==> config.mk <==
export PLATFORM = sky130hd
export DESIGN_NAME = apc_device_flat
export DESIGN_NICKNAME = d
export VERILOG_FILES = /design/src/apc_pkg.sv /design/src/apc_bus_if.sv /design/src/apc_device.sv /design/src/flat_wrapper.sv
export VERILOG_INCLUDE_DIRS = /design/src
export SDC_FILE = /design/constraint.sdc
export NUM_CORES = 1
export LEC_CHECK = 0
export ABC_AREA = 0
export BUFFER_PORTS_ARGS = -buffer_cell sky130_fd_sc_hd__clkbuf_2
export CORE_AREA = 2 2 105 107
export DETAILED_ROUTE_END_ITERATION = 10
export DIE_AREA = 0 0 107 109
export GPL_TIMING_DRIVEN = 0
export PLACE_DENSITY = 0.78
export REMOVE_ABC_BUFFERS = 1
export SLEW_MARGIN = 10
export SYNTH_ARGS = -nofsm -noshare
export SYNTH_HDL_FRONTEND = slang
export SYNTH_SLANG_ARGS = --single-unit
==> constraint.sdc <==
create_clock -name clk_i -period 3.46 [get_ports clk_i]
set_clock_uncertainty 0.15 [all_clocks]
set_input_delay 0.692 -clock clk_i [delete_from_list [all_inputs] [get_ports clk_i]]
set_output_delay 0.692 -clock clk_i [all_outputs]
set_load 0.02 [all_outputs]
==> src/apc_consts.svh <==
// constants of the attribute palette controller and its host end
// ----------------------------------------------------------------------
// Overview of operation
// - six-bit index pointer at port 3C0
// - selector toggles on every attribute port access
// - status port read forces selector to index
// - index bit 5 picks palette address source
// - sixteen six-bit palette entries, indices 00-0F
// - palette bits map to the six colour outputs
// - host rewrites palette only during vertical retrace; apc_host waits for retrace only when config bit APC_CFG_WAITVR_BIT is set
// - mode control written only at index 10/30
// - mode bit 0 selects alphanumeric or graphics
// - mode bit 1 selects mono or colour attributes
// - mode bit 2 copies eighth dot for C0-DF
// - software clears bit 2 without line graphics
// - mode bit 3 selects blink or background intensity
// - unused mode and index bits do nothing
// - io select bit picks 3BA or 3DA status
// ----------------------------------------------------------------------
`ifndef APC_CONSTS_SVH
`define APC_CONSTS_SVH

// io port map
`define APC_PORT_ATTR        10'h3c0
`define APC_PORT_MISC        10'h3c2
`define APC_PORT_STAT_MONO   10'h3ba
`define APC_PORT_STAT_COLOR  10'h3da

// index pointer fields
`define APC_IDX_ADDR_MSB     4
`define APC_IDX_SRC_BIT      5
`define APC_IDX_PAL_TOP_BIT  4
`define APC_IDX_MODE         5'h10

// mode control fields
`define APC_MODE_GFX_BIT     0
`define APC_MODE_COLOR_BIT   1
`define APC_MODE_LGFX_BIT    2
`define APC_MODE_BLINK_BIT   3

// misc output and status fields
`define APC_MISC_IOSEL_BIT   0
`define APC_STAT_VRT_BIT     3
`define APC_STAT_BLANK_BIT   0

// line graphics character range c0..df by its top three bits
`define APC_LGFX_CODE_TOP    3'h6

// reset values
`define APC_RST_INDEX        6'h00
`define APC_RST_MODE         4'h0
`define APC_RST_PAL          6'h00
`define APC_RST_IOSEL        1'b0
`define APC_RST_BYTE         8'h00

// host command register offsets
`define APC_CMD_TARGET       2'h0
`define APC_CMD_DATA         2'h1
`define APC_CMD_CONFIG       2'h2
`define APC_CMD_STATUS       2'h3
`define APC_CFG_IOSEL_BIT    0
`define APC_CFG_WAITVR_BIT   1
`define APC_SHOW_INDEX       8'h20

`endif

==> src/apc_pkg.sv <==
// types shared by both ends of the attribute palette controller
package apc_pkg;

	typedef logic [9:0] apc_port_t;
	typedef logic [7:0] apc_byte_t;
	typedef logic [5:0] apc_color_t;
	typedef logic [3:0] apc_attr_t;

	typedef enum logic {
		APC_SEL_INDEX,
		APC_SEL_DATA
	} apc_sel_t;

	typedef enum logic [2:0] {
		APC_H_IDLE,
		APC_H_MISC_WR,
		APC_H_SYNC_RD,
		APC_H_SYNC_WAIT,
		APC_H_IDX_WR,
		APC_H_DATA_WR,
		APC_H_SHOW_WR
	} apc_host_state_t;

endpackage : apc_pkg

==> src/apc_bus_if.sv <==
// io port bus joining host processor end and attribute controller end
`timescale 1ns/1ps
`default_nettype none

interface apc_bus_if;
	import apc_pkg::*;

	apc_port_t io_addr;
	apc_byte_t io_wdata;
	logic      io_wr;
	logic      io_rd;
	apc_byte_t io_rdata;

	modport host (
		output io_addr,
		output io_wdata,
		output io_wr,
		output io_rd,
		input  io_rdata
	);

	modport device (
		input  io_addr,
		input  io_wdata,
		input  io_wr,
		input  io_rd,
		output io_rdata
	);

endinterface : apc_bus_if

`default_nettype wire

==> src/apc_device.sv <==
// attribute controller end: index port, palette, mode control, colour path
//
// The implementer's own choice: the address-and-strobe port.
`timescale 1ns/1ps
`default_nettype none
`include "apc_consts.svh"

module apc_device #(
	parameter int PAL_DEPTH = 16
) (
	input  wire logic             clk_i,
	input  wire logic             reset_i,
	apc_bus_if.device             bus,
	input  wire apc_pkg::apc_attr_t gfx_color_i,
	input  wire apc_pkg::apc_byte_t char_code_i,
	input  wire apc_pkg::apc_byte_t char_attr_i,
	input  wire logic             glyph_dot_i,
	input  wire logic             dot8_i,
	input  wire logic             ninth_col_i,
	input  wire logic             blink_phase_i,
	input  wire logic             vretrace_i,
	input  wire logic             blank_i,
	output apc_pkg::apc_color_t   color_o,
	output logic                  gfx_mode_o,
	output logic                  io_sel_o
);
	import apc_pkg::*;

	if (PAL_DEPTH != 16) begin : g_bad_depth
		$error("apc_device: PAL_DEPTH must be 16");
	end

	// ------------------------------------------------------------------
	// port decode
	// ------------------------------------------------------------------
	logic      attr_wr;
	logic      attr_acc;
	logic      misc_wr;
	logic      stat_rd;
	apc_port_t stat_port;

	apc_sel_t   sel_reg;
	logic [5:0] index_reg;
	logic [3:0] mode_reg;
	logic       io_sel_reg;
	apc_color_t pal_reg [PAL_DEPTH];

	// status port address follows the io select bit
	assign stat_port = io_sel_reg ? `APC_PORT_STAT_COLOR
	                              : `APC_PORT_STAT_MONO;
	assign attr_wr  = bus.io_wr && (bus.io_addr == `APC_PORT_ATTR);
	assign attr_acc = (bus.io_wr || bus.io_rd) &&
	                  (bus.io_addr == `APC_PORT_ATTR);
	assign misc_wr  = bus.io_wr && (bus.io_addr == `APC_PORT_MISC);
	assign stat_rd  = bus.io_rd && (bus.io_addr == stat_port);

	logic idx_wr;
	logic dat_wr;
	assign idx_wr = attr_wr && (sel_reg == APC_SEL_INDEX);
	assign dat_wr = attr_wr && (sel_reg == APC_SEL_DATA);

	// ------------------------------------------------------------------
	// index / data selector
	// ------------------------------------------------------------------
	always_ff @(posedge clk_i) begin
		if (reset_i) begin
			sel_reg <= APC_SEL_INDEX;
		end else if (stat_rd) begin
			sel_reg <= APC_SEL_INDEX;
		end else if (attr_acc) begin
			// every access flips the selector
			sel_reg <= (sel_reg == APC_SEL_INDEX) ? APC_SEL_DATA
			                                      : APC_SEL_INDEX;
		end
	end

	// ------------------------------------------------------------------
	// index pointer
	// ------------------------------------------------------------------
	always_ff @(posedge clk_i) begin
		if (reset_i) begin
			index_reg <= `APC_RST_INDEX;
		end else if (idx_wr) begin
			// bits 6 and 7 are dropped
			index_reg <= bus.io_wdata[5:0];
		end
	end

	// ------------------------------------------------------------------
	// palette entries
	// ------------------------------------------------------------------
	logic pal_wr;
	// host loads only while the address source bit is clear
	assign pal_wr = dat_wr && !index_reg[`APC_IDX_SRC_BIT] &&
	                !index_reg[`APC_IDX_PAL_TOP_BIT];

	for (genvar e = 0; e < PAL_DEPTH; e++) begin : g_pal
		always_ff @(posedge clk_i) begin
			if (reset_i) begin
				pal_reg[e] <= `APC_RST_PAL;
			end else if (pal_wr && (index_reg[3:0] == 4'(e))) begin
				pal_reg[e] <= bus.io_wdata[5:0];
			end
		end
	end

	// ------------------------------------------------------------------
	// mode control and io select
	// ------------------------------------------------------------------
	always_ff @(posedge clk_i) begin
		if (reset_i) begin
			mode_reg <= `APC_RST_MODE;
		end else if (dat_wr &&
		             index_reg[`APC_IDX_ADDR_MSB:0] == `APC_IDX_MODE) begin
			// index 10 and 30 both land here; bits 4-7 dropped
			mode_reg <= bus.io_wdata[3:0];
		end
	end

	always_ff @(posedge clk_i) begin
		if (reset_i) begin
			io_sel_reg <= `APC_RST_IOSEL;
		end else if (misc_wr) begin
			io_sel_reg <= bus.io_wdata[`APC_MISC_IOSEL_BIT];
		end
	end

	// ------------------------------------------------------------------
	// read data: status port only, the attribute port is write only
	// ------------------------------------------------------------------
	always_ff @(posedge clk_i) begin
		if (reset_i) begin
			bus.io_rdata <= `APC_RST_BYTE;
		end else if (stat_rd) begin
			bus.io_rdata <= {4'h0, vretrace_i, 2'b00, blank_i};
		end else begin
			bus.io_rdata <= `APC_RST_BYTE;
		end
	end

	// ------------------------------------------------------------------
	// text dot selection
	// ------------------------------------------------------------------
	logic      lgfx_code;
	logic      text_dot;
	logic      blink_attr;
	logic      shown_dot;
	apc_attr_t fg_idx;
	apc_attr_t bg_idx;
	apc_attr_t mono_fg;
	apc_attr_t mono_bg;
	apc_attr_t text_idx;
	apc_attr_t pix_idx;

	assign lgfx_code = (char_code_i[7:5] == `APC_LGFX_CODE_TOP);

	always_comb begin
		text_dot = glyph_dot_i;
		if (ninth_col_i) begin
			// ninth column repeats the eighth only for line graphics
			if (mode_reg[`APC_MODE_LGFX_BIT] && lgfx_code) begin
				text_dot = dot8_i;
			end else begin
				text_dot = 1'b0;
			end
		end
	end

	// top attribute bit is blink or background intensity
	assign blink_attr = mode_reg[`APC_MODE_BLINK_BIT] &&
	                    char_attr_i[7];
	assign shown_dot  = text_dot && !(blink_attr && blink_phase_i);

	assign fg_idx = char_attr_i[3:0];
	assign bg_idx = mode_reg[`APC_MODE_BLINK_BIT] ?
	                {1'b0, char_attr_i[6:4]} : char_attr_i[7:4];

	// mono attributes: lit or dark, reverse video, intensity bit kept
	assign mono_fg = (char_attr_i[2:0] == 3'h0) ? 4'h0
	                 : {char_attr_i[3], 3'h7};
	assign mono_bg = (char_attr_i[6:4] == 3'h7) ?
	                 {bg_idx[3], 3'h7} : 4'h0;

	always_comb begin
		if (mode_reg[`APC_MODE_COLOR_BIT]) begin
			text_idx = shown_dot ? fg_idx : bg_idx;
		end else begin
			text_idx = shown_dot ? mono_fg : mono_bg;
		end
	end

	assign pix_idx = mode_reg[`APC_MODE_GFX_BIT] ? gfx_color_i
	                                             : text_idx;

	// ------------------------------------------------------------------
	// colour output
	// ------------------------------------------------------------------
	always_ff @(posedge clk_i) begin
		if (reset_i) begin
			color_o <= `APC_RST_PAL;
		end else if (index_reg[`APC_IDX_SRC_BIT]) begin
			// bit0 b, 1 g, 2 r, 3 sec b/mono, 4 sec g/int, 5 sec r
			color_o <= pal_reg[pix_idx];
		end else begin
			color_o <= `APC_RST_PAL;
		end
	end

	always_ff @(posedge clk_i) begin
		if (reset_i) begin
			gfx_mode_o <= 1'b0;
			io_sel_o   <= `APC_RST_IOSEL;
		end else begin
			gfx_mode_o <= mode_reg[`APC_MODE_GFX_BIT];
			io_sel_o   <= io_sel_reg;
		end
	end

endmodule : apc_device

`default_nettype wire

==> src/flat_wrapper.sv <==
// flat-port wrapper written by rule: the top's interface ports become plain ports
module apc_device_flat import apc_pkg::*;
#(
	parameter int PAL_DEPTH = 16
)
  (clk_i, reset_i, gfx_color_i, char_code_i, char_attr_i, glyph_dot_i, dot8_i, ninth_col_i, blink_phase_i, vretrace_i, blank_i, color_o, gfx_mode_o, io_sel_o, bus_io_addr, bus_io_wdata, bus_io_wr, bus_io_rd, bus_io_rdata);
  apc_bus_if bus_i ();
  input  wire logic clk_i;
  input  wire logic reset_i;
  input  wire apc_pkg::apc_attr_t gfx_color_i;
  input  wire apc_pkg::apc_byte_t char_code_i;
  input  wire apc_pkg::apc_byte_t char_attr_i;
  input  wire logic glyph_dot_i;
  input  wire logic dot8_i;
  input  wire logic ninth_col_i;
  input  wire logic blink_phase_i;
  input  wire logic vretrace_i;
  input  wire logic blank_i;
  output apc_pkg::apc_color_t color_o;
  output logic gfx_mode_o;
  output logic io_sel_o;
  input wire logic [$bits(bus_i.io_addr)-1:0] bus_io_addr;
  input wire logic [$bits(bus_i.io_wdata)-1:0] bus_io_wdata;
  input wire logic [$bits(bus_i.io_wr)-1:0] bus_io_wr;
  input wire logic [$bits(bus_i.io_rd)-1:0] bus_io_rd;
  output wire logic [$bits(bus_i.io_rdata)-1:0] bus_io_rdata;
  assign bus_i.io_addr = bus_io_addr;
  assign bus_i.io_wdata = bus_io_wdata;
  assign bus_i.io_wr = bus_io_wr;
  assign bus_i.io_rd = bus_io_rd;
  assign bus_io_rdata = bus_i.io_rdata;
  apc_device #(.PAL_DEPTH(PAL_DEPTH)) u_core (.clk_i(clk_i), .reset_i(reset_i), .bus(bus_i), .gfx_color_i(gfx_color_i), .char_code_i(char_code_i), .char_attr_i(char_attr_i), .glyph_dot_i(glyph_dot_i), .dot8_i(dot8_i), .ninth_col_i(ninth_col_i), .blink_phase_i(blink_phase_i), .vretrace_i(vretrace_i), .blank_i(blank_i), .color_o(color_o), .gfx_mode_o(gfx_mode_o), .io_sel_o(io_sel_o));
endmodule
Word-level counts from Yosys, hierarchy flattened --
Memories as Yosys holds them, arrays and structs flattened. A register that Yosys moved wholly into a read port is not among the register bits. Cells that the tools add are included.
Storage, ports and cells: bits in registers 22, output and inout bits 16, word-level logic and storage cells 164, memories kept 1, memory bits (writable) 96, input bits 48
Cells by class: multiplexer cells 77, equality and inequality tests 21, bitwise gates (word level) 19, reduce and logical (&&, ||, !) cells 38
Memory list:
- u_core.pal_reg | words 16, bits a word 6, read ports 1, clocked after Yosys merged registers in 1, write ports 16, line apc_device.sv:46 | apc_color_t pal_reg [PAL_DEPTH];
Operators with widths (number):
- 6-bit 2-to-1 mux | 16
- 1-bit 2-to-1 mux | 53
- 4-bit equality test, second input constant | 8
- 1-bit logical AND | 29
- 4-bit 2-to-1 mux | 7
- 10-bit equality test, second input constant | 2
- 4-bit by 3-bit equality test with 1-bit output, second input constant | 4
- 1-bit OR | 16
- 10-bit equality test | 1
- 4-bit by 2-bit equality test with 1-bit output, second input constant | 2
- 7-bit 2-to-1 mux | 1
- 3-bit equality test, second input constant | 2
- 2-bit OR reduction | 3
- 5-bit equality test, second input constant | 1
- 4-bit by 1-bit equality test with 1-bit output, second input constant | 1
- 4-bit zero test | 1
- 1-bit zero test | 3
- 3-bit zero test | 1
- 1-bit inverter | 3
- 1-bit logical OR | 1

Longest topological paths before layout --
depth after elaboration 10, depth in mapped cells 9, mapped depth without buffers 7

Worst setup path after synthesis --
OpenSTA, ideal clock, no wires.
path type in2reg, from input char_code_i[5], to register u_core.color_o[5] (read register of u_core.pal_reg), required time 3.193 ns, cell stages on the path 8, data arrival time 2.443 ns, buffers on the path 1, slack 0.750 ns, setup time 0.117 ns, cell sequence nand4b_1 > a221oi_4 > mux2i_1 > o21ai_4 > buf_12 > mux2i_1 > a22oi_1 > a22o_1
Between the ends: word-level cells in the longest chain between the ends 8, elaborated cells between the ends (all ways) 9, those cells by class eq/ne (1); mux (6); reduce/logical (2)
Ends and longest elaborated chain:
- start, declared | line flat_wrapper.sv:11 | input wire apc_pkg::apc_byte_t char_code_i;
- 3-bit equality test (no line) *
- 1-bit logical AND * | line apc_device.sv:161 | if (mode_reg[`APC_MODE_LGFX_BIT] && lgfx_code) begin
- 1-bit 2-to-1 mux * | line apc_device.sv:161
- 1-bit 2-to-1 mux * | line apc_device.sv:159 | if (ninth_col_i) begin
- 1-bit logical AND * | line apc_device.sv:172 | assign shown_dot = text_dot && !(blink_attr && blink_phase_i);
- 4-bit 2-to-1 mux (on tied branches) | line apc_device.sv:188, apc_device.sv:186
- 4-bit 2-to-1 mux * | line apc_device.sv:185 | if (mode_reg[`APC_MODE_COLOR_BIT]) begin
- 4-bit 2-to-1 mux * | line apc_device.sv:192 | assign pix_idx = mode_reg[`APC_MODE_GFX_BIT] ? gfx_color_i
- end, declared | line apc_device.sv:23 | output apc_pkg::apc_color_t color_o,
Every way passes the cells marked *; elsewhere a longest branch is shown, timed or not. A chain may end at the register's enable or synchronous reset.

Final worst setup path --
from register u_core.mode_reg[2], to register u_core.color_o[0] (read register of u_core.pal_reg)
Between the ends: word-level cells in the longest chain between the ends 7, elaborated cells between the ends (all ways) 8, those cells by class mux (6); reduce/logical (2)
Ends and longest elaborated chain:
- start, declared | line apc_device.sv:44 | logic [3:0] mode_reg;
- start signal, assigned | line apc_device.sv:112 | mode_reg <= `APC_RST_MODE;
- start signal, assigned | line apc_device.sv:116 | mode_reg <= bus.io_wdata[3:0];
- 1-bit logical AND * | line apc_device.sv:161
- 1-bit 2-to-1 mux * | line apc_device.sv:161
- 1-bit 2-to-1 mux * | line apc_device.sv:159
- 1-bit logical AND * | line apc_device.sv:172
- 4-bit 2-to-1 mux (on tied branches) | line apc_device.sv:188, apc_device.sv:186
- 4-bit 2-to-1 mux * | line apc_device.sv:185
- 4-bit 2-to-1 mux * | line apc_device.sv:192
Marked as above.

==> metrics.md <==
| Metric | Value |
|---|---|
| Hpwl dp | 8588 microns |
| Final min period | 3.269 ns |
| Largest family of logic cells by synthesized area | simple AND/OR/NAND/NOR gates |
| Largest cells by area after synthesis | edfxtp_1, mux2i_1, dfxtp_1, and2_1, and3_1 |
| Mux cell area share after synthesis | 11.29% |
| Power per cell area | ~540 nW/um^2 |
| Initial antenna violation count | 0 |
| Total power | between 0.003 and 0.004 W |
| Die Wd | 107 microns |
| Synthesized instance count | 469 |
| First-pass GRT wire length | 20260 microns |
| Worst slack at placement | -0.3208 ns |
| Flop-to-flop setup slack | 0.19 ns |
| PostCTS Resize Cnt | 0 |
| Via count | 3901 |
| Leading area contributor after synthesis | edfxtp_1 |
| Most common cell in the netlist | edfxtp_1 |
| Syn_area_per_cell | 12.31 sq um |
| CTS HTree Levels | 4 |
| Critical Path Fanout Max | 12 |
| Setup TNS Final | 0 ns |
| Clock root buffer | clkbuf_8 |
| Worst hold margin | 0.2142 ns |
| Post-route ant nets | 0 |
| Startpoint types | flip-flop |
| CTS buffer count | 17 |
| Gr usage total | 23.73% |
| Num Clock Sinks | 118 |
| Crit path largest cell delay | 0.92 ns |
| Fin crit share | 94.47% |
| Clock Latency Late Sink | 0.53 ns |
| CP top delay family | compound AO/OA/AOI/OAI gates |
| Port bufs | 50 |
| CP bufs+invs | 0 |
| Critical-path cell with the highest stage delay | a21oi_1 |
| Max_slew headroom | 21.58% |
| Final-layout fill cell count | ~800 |
| Drt pass-1 iters | 5 |
| Hold Path Class | input port to flip-flop |
| XOR/XNOR share of the synthesized area | 0.1516% |
| Crit-path cells | nand4b_1 -> a221oi_4 -> mux2i_1 -> nand2_1 -> a21oi_1 -> a22oi_1 -> a22o_1 |
| Post-CTS Setup Bufs | 0 |
| Longest Clk Path Bufs | 2 |
| Max_cap viols | 0 |
| CTS tree | yes |
| IR drop worst, VDD | 0.0002456 V |
| Vias in the first global route | around 3800 |
| Largest net degree at the start of global routing | 45 |
| Post-Synth Adder-Cell Area | 0% |
| Status | complete, no violations |
| Async SR Flop Fraction | 0% |
| Number of synthesized register bits | between 100 and 150 |
| DR iter-0 viols | roughly 270 |
| Critical path class | flip-flop to flip-flop |
| Synthesized cell area | 5776 sq um |
| # hold bufs at CTS | 0 |
| Num ports | 64 |
| Drt total wl | 12830 microns |
| Critical Path RT | 3.74 ns |
| GPL Wtd Cong | 0.8582 |
| Static Leak | 2.657 nW |
| Core Footprint | between 10000 and 15000 sq um |
| Initial core utilization | 54.47% |
| Fin worst setup slack | 0.1913 ns |
| Rows | 38 |
| Fmax | 0.3059 GHz |
| DRC | 0 |
| Final Util | 62.64% |
| Routed WL per cell | 19.43 microns |
| Share of the synthesized area in the top cell type | 49.91% |
| Number of flip-flops in the largest register | 96 |
| Post-synth cell types | 51 |
| Post-synth EDFFs | 96 |
| Critical path capture point type | flip-flop |
| Unrepaired setup endpoints after global routing | false |
| Compound-Gate Fraction of Synth Area | 8.709% |
| Top cells by count, synth | edfxtp_1, mux2i_1, and2_1 |
| Primary FF master, synth | edfxtp_1 |
| Die Height | 109 microns |
| CP Data Arrival Time | 3.55 ns |
| Flip-flop and latch area | 3323 sq um |
| Ys Warns | 0 |
| Pins Over Slew Limit | 0 |
| Area grow syn2layout | 14.99% |
| ANT cells | 0 |
| Via-to-Cell Ratio | 5.911 |
| Multi-input gate area | around 2300 sq um |
| Worst slew pin tran | 1.176 ns |
| Grt total ovfl | 0 |
| Hold Fails Final Rpt | 0 |
| Worst-path clk slew | around 0.060 ns |
| Share of layout cells above drive strength 1 | a little under a fifth |
| Synth Area in Simple Gates | approximately 18% |
| Die area | 11660 sq um |
| Final Setup Violations | 0 |
| Register area share after synthesis | 57.54% |
| Final net count | ~560 |
placed cells by master, fill, tap and decap left out, types with 2 or more instances in the layout:
cell        netlist  final
a21oi_1           5      5
nand3_1           6      6
a22oi_1          12     12
mux2i_1          64     64
and2_1           62     62
clkbuf_2          0     50
nand2_1          11     11
a31o_2            2      2
nand4b_1          2      2
inv_6             0      2
a22o_1            6      6
dfxtp_1          22     22
a221oi_1         12     12
a21o_1            6      6
clkbuf_16         0     20
nand2b_1          5      5
o21bai_1         10     10
inv_1             3      3
clkinvlp_4        0      2
edfxtp_1         96     96
nand4_1           2      2
nor3_1            8      8
clkinv_4          0      4
and3_1           38     38
nor2b_1           7      7
conb_1            1      6
nor3b_1           5      4
nor2_1           27     26
area by class of cell:
class / instances / share of cell area, %
multi-input combinational: 316 / 33.93
clock buffer: 21 / 7.743
timing repair buffer: 51 / 3.881
sequential: 118 / 50.04
clock inverter: 11 / 1.601
inverter: 3 / 0.1696
tap: 140 / 2.638
worst paths after layout:
check / to / cells past startpoint / startpoint
max: u_core.color_o[0]$_SDFF_PP0_ / 7 / u_core.mode_reg[2]$_SDFFE_PP0P_
min: u_core.bus.io_rdata[0]$_SDFF_PP0_ / 2 / blank_i
max reg2reg: u_core.color_o[0]$_SDFF_PP0_ / 7 / u_core.mode_reg[2]$_SDFFE_PP0P_
min reg2reg: u_core.io_sel_o$_SDFF_PP0_ / 1 / u_core.io_sel_reg$_SDFFE_PP0P_
cell families (layout without fill, tap and decap cells):
group,Yosys count,in the layout
buffers and inverters,40,86
and+or+nand+nor,182,182
AOI/OAI and AO/OA,62,62
DFF,118,118
xor gates and xnor gates,1,1
other,1,6
muxes,65,65
stage by stage:
stage	cells	instance area, sq um
2_1_floorplan	437	5580
3_3_place_gp	627	6006
3_5_place_dp	628	6018
4_1_cts	660	6639
5_1_grt	660	6641
6_report	660	6641
metal layers:
metal / part of all wire [%] / up-vias / track usage, %
met5: 0 / - / 0
met4: 1.4 / 0 / 7.792
met3: 5.0 / 17 / 5.559
met2: 52 / 124 / 41.31
met1: 42 / 1945 / 29.39
li1: - / 1815 / -
where the power goes:
group | internal [W] | switching (W)
clock network | 0.00113 | 0.000655
logic | 0.0000814 | 0.000148
registers | 0.00157 | 0.0000135
No activity file was read; power rests on OpenSTA's default activity.
